$ cat src/shared/pmr_params.svh
// Purpose: Offsets, reset values and field positions of the PLL multiplier and range registers.
// Assumes: APB with 32-bit data, one aligned word per register.
// Notes: Definitions only.
`ifndef PMR_PARAMS_SVH
`define PMR_PARAMS_SVH
`define PMR_OFF_VCO_RANGE 12'h03A
`define PMR_OFF_MUL_LOW 12'h040
`define PMR_OFF_PLL_CTRL 12'h044
`define PMR_RST_VCO_RANGE 8'h40
`define PMR_RST_MUL_LOW 8'h40
`define PMR_BIT_PLL_ON 0
`define PMR_BIT_BCS 1
`endif

$ cat src/shared/pmr_pkg.sv
// Purpose: Types for the PLL multiplier and range registers.
// Assumes: Nothing beyond the params header.
// Notes: Types only.
package pmr_pkg;
    typedef logic [7:0] pmr_byte_t;
    typedef enum logic [1:0] {PMR_IDLE, PMR_ACCESS} pmr_phase_t;
endpackage

$ cat src/logic/pmr_regs.sv
// Purpose: PLL multiplier select, VCO range select and a small PLL control register on APB.
// Assumes: pclk at 40 MHz, presetn asynchronous active low, zero-wait APB slave.
// Notes: Offset 0x03A is not word aligned, so it is an index; byte address is four times each index.
// What this block does
// Writes to the multiplier bits are ignored while the PLL is on.
// A multiplier value of zero drives the feedback divider as one.
// Reset loads the multiplier register with 0x40, factor 64.
// Multiplier bits form the low byte of the feedback divider.
// Writes to the VCO range bits are ignored while the PLL is on.
// A zero range value disables the PLL and clears base clock select.
// Base clock select cannot be set while range bits are all zero.
// Reset loads the VCO range register with 0x40, factor 64.
// Range bits drive the center-of-range multiplier output.
// Blocked writes keep stored values; reads return current contents.
//
// The APB slave port was decided locally.
`timescale 1ns/100ps
`include "pmr_params.svh"
module pmr_regs (
    input wire logic pclk,
    input wire logic presetn,
    input wire logic psel,
    input wire logic penable,
    input wire logic pwrite,
    input wire logic [13:0] paddr,
    input wire logic [31:0] pwdata,
    output logic [31:0] prdata,
    output logic pready,
    output logic pslverr,
    output logic [7:0] feedback_div_low,
    output logic [7:0] vco_range_mult,
    output logic pll_enable,
    output logic base_clock_vco
);
    pmr_pkg::pmr_byte_t mul_q;
    pmr_pkg::pmr_byte_t vrs_q;
    logic pll_on_q;
    logic bcs_q;
    logic [31:0] prdata_q;
    logic pslverr_q;
    logic setup;
    logic wr;
    logic hit_vrs;
    logic hit_mul;
    logic hit_ctl;
    logic range_zero;

    // The slave answers in the setup cycle so the access phase ends at once.
    assign setup = psel && !penable;
    assign wr = psel && penable && pwrite;
    assign hit_vrs = paddr[13:2] == `PMR_OFF_VCO_RANGE;
    assign hit_mul = paddr[13:2] == `PMR_OFF_MUL_LOW;
    assign hit_ctl = paddr[13:2] == `PMR_OFF_PLL_CTRL;
    assign range_zero = vrs_q == 8'h00;
    assign pready = 1'b1;
    assign prdata = prdata_q;
    assign pslverr = pslverr_q;

    always_ff @(posedge pclk or negedge presetn) begin
        if (!presetn) begin
            mul_q <= `PMR_RST_MUL_LOW;
        end else if (wr && hit_mul && !pll_on_q) begin
            mul_q <= pwdata[7:0];
        end
    end

    always_ff @(posedge pclk or negedge presetn) begin
        if (!presetn) begin
            vrs_q <= `PMR_RST_VCO_RANGE;
        end else if (wr && hit_vrs && !pll_on_q) begin
            vrs_q <= pwdata[7:0];
        end
    end

    // A zero range forces the PLL off and the base clock back to the crystal.
    always_ff @(posedge pclk or negedge presetn) begin
        if (!presetn) begin
            pll_on_q <= 1'b0;
            bcs_q <= 1'b0;
        end else if (range_zero) begin
            pll_on_q <= 1'b0;
            bcs_q <= 1'b0;
        end else if (wr && hit_ctl) begin
            pll_on_q <= pwdata[`PMR_BIT_PLL_ON];
            bcs_q <= pwdata[`PMR_BIT_BCS];
        end
    end

    // Read data and error are captured in setup and held through the access phase.
    always_ff @(posedge pclk or negedge presetn) begin
        if (!presetn) begin
            prdata_q <= 32'h00000000;
            pslverr_q <= 1'b0;
        end else if (setup) begin
            pslverr_q <= !(hit_vrs || hit_mul || hit_ctl);
            if (hit_vrs) begin
                prdata_q <= {24'h000000, vrs_q};
            end else if (hit_mul) begin
                prdata_q <= {24'h000000, mul_q};
            end else if (hit_ctl) begin
                prdata_q <= {30'h00000000, bcs_q, pll_on_q};
            end else begin
                prdata_q <= 32'h00000000;
            end
        end
    end

    assign feedback_div_low = (mul_q == 8'h00) ? 8'h01 : mul_q;
    assign vco_range_mult = vrs_q;
    assign pll_enable = pll_on_q && !range_zero;
    assign base_clock_vco = bcs_q && !range_zero;

    a_mul_locked: assert property (@(posedge pclk) disable iff (!presetn)
        pll_on_q |=> $stable(mul_q)) else $error("multiplier changed while pll on");
    a_mul_zero: assert property (@(posedge pclk) disable iff (!presetn)
        mul_q == 8'h00 |-> feedback_div_low == 8'h01) else $error("zero multiplier not treated as one");
    a_mul_wr: assert property (@(posedge pclk) disable iff (!presetn)
        wr && hit_mul && !pll_on_q |=> mul_q == $past(pwdata[7:0])) else $error("multiplier write lost");
    a_vrs_locked: assert property (@(posedge pclk) disable iff (!presetn)
        wr && hit_vrs && pll_on_q |=> vrs_q == $past(vrs_q)) else $error("range changed while pll on");
    a_zero_off: assert property (@(posedge pclk) disable iff (!presetn)
        range_zero |=> !pll_on_q && !bcs_q) else $error("zero range left pll on");
    a_bcs_block: assert property (@(posedge pclk) disable iff (!presetn)
        range_zero |-> !base_clock_vco) else $error("vco selected with zero range");
    a_vrs_out: assert property (@(posedge pclk) disable iff (!presetn)
        wr && hit_vrs && !pll_on_q |=> vco_range_mult == $past(pwdata[7:0])) else $error("range not applied");
    a_read_back: assert property (@(posedge pclk) disable iff (!presetn)
        setup && hit_mul |=> prdata[7:0] == $past(mul_q) && prdata[31:8] == 24'h000000)
        else $error("multiplier readback wrong");
endmodule

$ cat config.mk
export PLATFORM = sky130hd
export DESIGN_NAME = pmr_regs
export DESIGN_NICKNAME = d
export VERILOG_FILES = /design/src/shared/pmr_pkg.sv /design/src/logic/pmr_regs.sv
export VERILOG_INCLUDE_DIRS = /design/src /design/src/shared
export SDC_FILE = /design/constraint.sdc
export NUM_CORES = 1
export LEC_CHECK = 0
export ABC_CLOCK_PERIOD_IN_PS = 2900
export BUFFER_PORTS_ARGS = -buffer_cell sky130_fd_sc_hd__clkbuf_2
export CORE_MARGIN = 2
export CORE_UTILIZATION = 35
export CTS_CLUSTER_DIAMETER = 100
export CTS_CLUSTER_SIZE = 30
export DETAILED_ROUTE_END_ITERATION = 7
export PLACE_DENSITY = 0.73
export SYNTH_ARGS = -nofsm -noshare
export SYNTH_HDL_FRONTEND = slang
export SYNTH_SLANG_ARGS = --single-unit
$ cat constraint.sdc
create_clock -name pclk -period 2.9 [get_ports pclk]
set_clock_uncertainty 0.15 [all_clocks]
set_input_delay 0.29 -clock pclk [delete_from_list [all_inputs] [get_ports pclk]]
set_output_delay 0.29 -clock pclk [all_outputs]
set_load 0.02 [all_outputs]
Word-level counts from Yosys, hierarchy flattened --
Cells that the tools add are included.
Operators by class: eq/ne operators 3, mux-type cells 8, reductions and logical operators 19
Operators with widths (number):
- 12-bit by 7-bit == test with 1-bit output (second input constant) | 2
- 8-bit 2-to-1 mux | 3
- 8-bit logical NOT | 2
- 12-bit by 6-bit == test with 1-bit output (second input constant) | 1
- 1-bit logical AND | 10
- 1-bit logical NOT | 4
- 1-bit 2-to-1 mux | 4
- 1-bit logical OR | 2
- 2-bit 2-to-1 mux | 1
- 2-bit nonzero test | 1
Storage, ports and cells: bits in registers 51, word-level logic and storage cells 36

Logic depth before layout (Yosys ltp) --
depth in word-level cells 5, depth in mapped cells 6

Worst setup path after synthesis --
No wires, ideal clock.
path type input to register, from in paddr[13], to reg mul_q[0], library setup time 125 ps, data arrival time 1907 ps, data required time 2625 ps, setup slack 719 ps, stages on the path 5, path buffers 1, path through or2_1 -> or4_1 -> buf_6 -> nor4b_4 -> mux2_2
Between the ends: word-level cells in the longest chain between the ends 3
Ends and longest elaborated chain:
- start: declaration | RTL line pmr_regs.sv:25 | input wire logic [13:0] paddr,
- 12-bit by 7-bit == test with 1-bit output (no source line)
- 1-bit logical AND (2 in a row) | RTL line pmr_regs.sv:62 | end else if (wr && hit_mul && !pll_on_q) begin
- end signal: assignment | RTL line pmr_regs.sv:61 | mul_q <= `PMR_RST_MUL_LOW;
- end signal: assignment | RTL line pmr_regs.sv:63 | mul_q <= pwdata[7:0];
- end: declaration | RTL line pmr_regs.sv:35 | pmr_pkg::pmr_byte_t mul_q;
Every way passes these cells. A chain may end at the register's enable or synchronous reset.

Worst setup path after layout --
from in paddr[13], to reg mul_q[1]
Same word-level chain as after synthesis.

==> reports/metrics.cfg <==
[run_status]
status = completed

[layout]
drive_gt1_share_pct = 39.90
final_common_cell = clkbuf_2
final_cell_mix = clkbuf_2, conb_1, dfrtp_1, mux2_2, nand2_1
num_antenna_cells = 0
nets = 255
final_cells = 255
area_growth_pct = 14.83

[power]
peakVddDrop_mv = 0.2029
p_leak_nw = 0.8972
power_w = 0.0006672
power_density_nw_per_um2 = 362.5

[drt]
vias = 1212
post_drt_wl_per_cell_um = 13.27
drc_errors = 0
routed_wirelength_um = 3383
drtPass1Iterations = 4
ant_nets = 0
viasPerCell = 4.753
drt-initial-drc-count = 34

[critical_path]
worst-setup-path-type = primary input to register
path_buf_inv = 1
cp.required_ns = 2.91
path_max_fanout = 8
cp_slowest_cell = nor4b_4
arrival_ns = 2.23
cpPeakStageDelay_ns = 0.62
crit_path_end_kind = register
crit_path_cell_trace = clkbuf_2 > or2_1 > or4_1 > nor4b_4 > mux2_2
critPathTopFamily = simple AND/OR/NAND/NOR gates
startpoint_type = primary input

[floorplanning]
ioPinCount = 103
core_area_sq_um = 4384
die_x_um = 71.67
initial_core_util_pct = 36.56
die-area_sq_um = 5137
num_rows = 24
die-height_um = 71.67

[logic_synthesis]
synthSimpleGateAreaFrac_pct = 20.45
ys_top_cells_by_area = dfrtp_1, buf_4, mux2_2
synth_top_family_by_area = simple AND/OR/NAND/NOR gates
syn_area_per_cell_sq_um = 10.08
muxShareOfSynthArea_pct = 11.24
syn_inst = 159
yosys.area.top_type_share_pct = 39.03
ys_warn_count = 0
synth-seq-area-share_pct = 42.31
synth_seq_cells = 27
synthDistinctLibCells = 40
synth_area_leader_cell = dfrtp_1
synth_xor_area_share_pct = 0
netlist_area_sq_um = 1603
synthAdderAreaFrac_pct = 0
synth-compound-area-share_pct = 8.743

[grt]
grt_max_degree = 28
grt_pass1_vias = 1167
grt_pass1_wl_um = 5609
overflow = 0
antenna_found_initial = 0
grtUsageTotal_pct = 13.56

[clock_network]
clock_latency_ns = 0.27
numCtsBuffers = 3
clkSlewWorstSetupHoldPaths_ns = 0.09
cts_tree = done
cts.path.max_buffers = 2
cts_root_buf = clkbuf_8
htreeDepth = 1
cts_sinks = 27
cts_setup_buffers = 0

[timing]
setup_violations = 0
fin_crit_sh_pct = 76.60
relSlewSlack_pct = 54.48
hold-worst-slack_ns = 0.1113
rsz0062_at_grt = no
tns_ns = 0
slew_violations = 0
fin_crit_ns = 2.221
finalHoldViolCount = 0
fmax_mhz = 450.2
tightest_slew_ns = 0.6766
fin_ws_ns = 0.6785

[min_path]
hold_class = primary input to register

[placed_design]
pre_cts_ws_ns = 0.3770
placed_cells = 250
dp_hpwl_um = 2757
place_congestion = 0.7737
port_buffers = 51

[job]
maxCapViolCount = 0

## where the power goes
group	leakage, nW	internal [W]	switching, W	total [W]
combinational	0.511	0.0000179	0.0000581	0.0000760
sequential	0.365	0.000377	0.000000354	0.000377
clock	0.0217	0.0000973	0.000117	0.000214
## layer usage
metal | share of wire (%) | wire length [um] | vias to the layer above | global-route usage, %
met5 | 0 | 0 | - | 0
met4 | 0.41 | 14 | 0 | 3.145
met3 | 6.3 | 213 | 2 | 2.391
met2 | 48 | 1627 | 44 | 22.33
met1 | 45 | 1527 | 563 | 18.65
li1 | - | - | 603 | -
## flip-flops by register name, summed over array words and instances, names as in the netlist
signal,count
pll_on_q,1
pslverr,1
vco_range_mult,8
bcs_q,1
prdata,8
mul_q,8
## area by class of cell
class                      count  area [sq um]
tap                           52         65.06
clock buffer                   3         41.29
timing repair buffer          54         280.3
fill                         440          2544
multi-input combinational    111         742.0
clock inverter                 1         7.507
inverter                       7         26.28
sequential                    27         678.2
## stage by stage
stage	cell area, sq um	util, %
finish	1841	41.98
global route	1841	41.98
CTS	1841	41.98
detailed placement	1782	40.64
global placement	1782	40.64
floorplan	1689	-
## repair_timing
action / in CTS / in global routing
resized for setup: 0 / 0
hold buffers: 1 / 0
hold endpoints to repair: 25 / 0
setup endpoints to repair: 0 / 0
## Yosys cell counts, drive strengths merged
| cell type | count |
|---|---|
| a211o | 1 |
| a211oi | 1 |
| a21o | 1 |
| a21oi | 2 |
| a22o | 1 |
| and2 | 3 |
| and3 | 1 |
| and4 | 1 |
| buf | 29 |
| clkbuf | 8 |
| conb | 2 |
| dfrtp | 25 |
| dfstp | 2 |
| inv | 7 |
| mux2 | 16 |
| nand2 | 10 |
| nand2b | 4 |
| nand3 | 3 |
| nand4 | 7 |
| nand4b | 1 |
| nor2 | 4 |
| nor2b | 2 |
| nor3 | 1 |
| nor4 | 7 |
| nor4b | 1 |
| o211ai | 7 |
| o21a | 1 |
| o21ai | 3 |
| o311ai | 1 |
| o31ai | 1 |
| or2 | 1 |
| or3 | 1 |
| or4 | 4 |
## logic make-up after synthesis
logic type / after synthesis
mux: 16
other cells: 2
buf+inv: 44
simple gates: 51
flops: 27
compound gates: 19
## worst paths after layout
kind	startpoint	end	slack (ns)	depth (start not counted)
min in group asynchronous	presetn	prdata[4]	0.43	2
setup reg to reg	pll_on_q	mul_q[1]	0.92	3
setup / recovery	paddr[13]	mul_q[1]	0.68	5
max in group asynchronous	presetn	pll_on_q	1.75	2
hold reg to reg	pslverr	pslverr	0.35	1
hold / removal	pwdata[4]	mul_q[4]	0.11	2
Power figures use the tool's default switching activity.
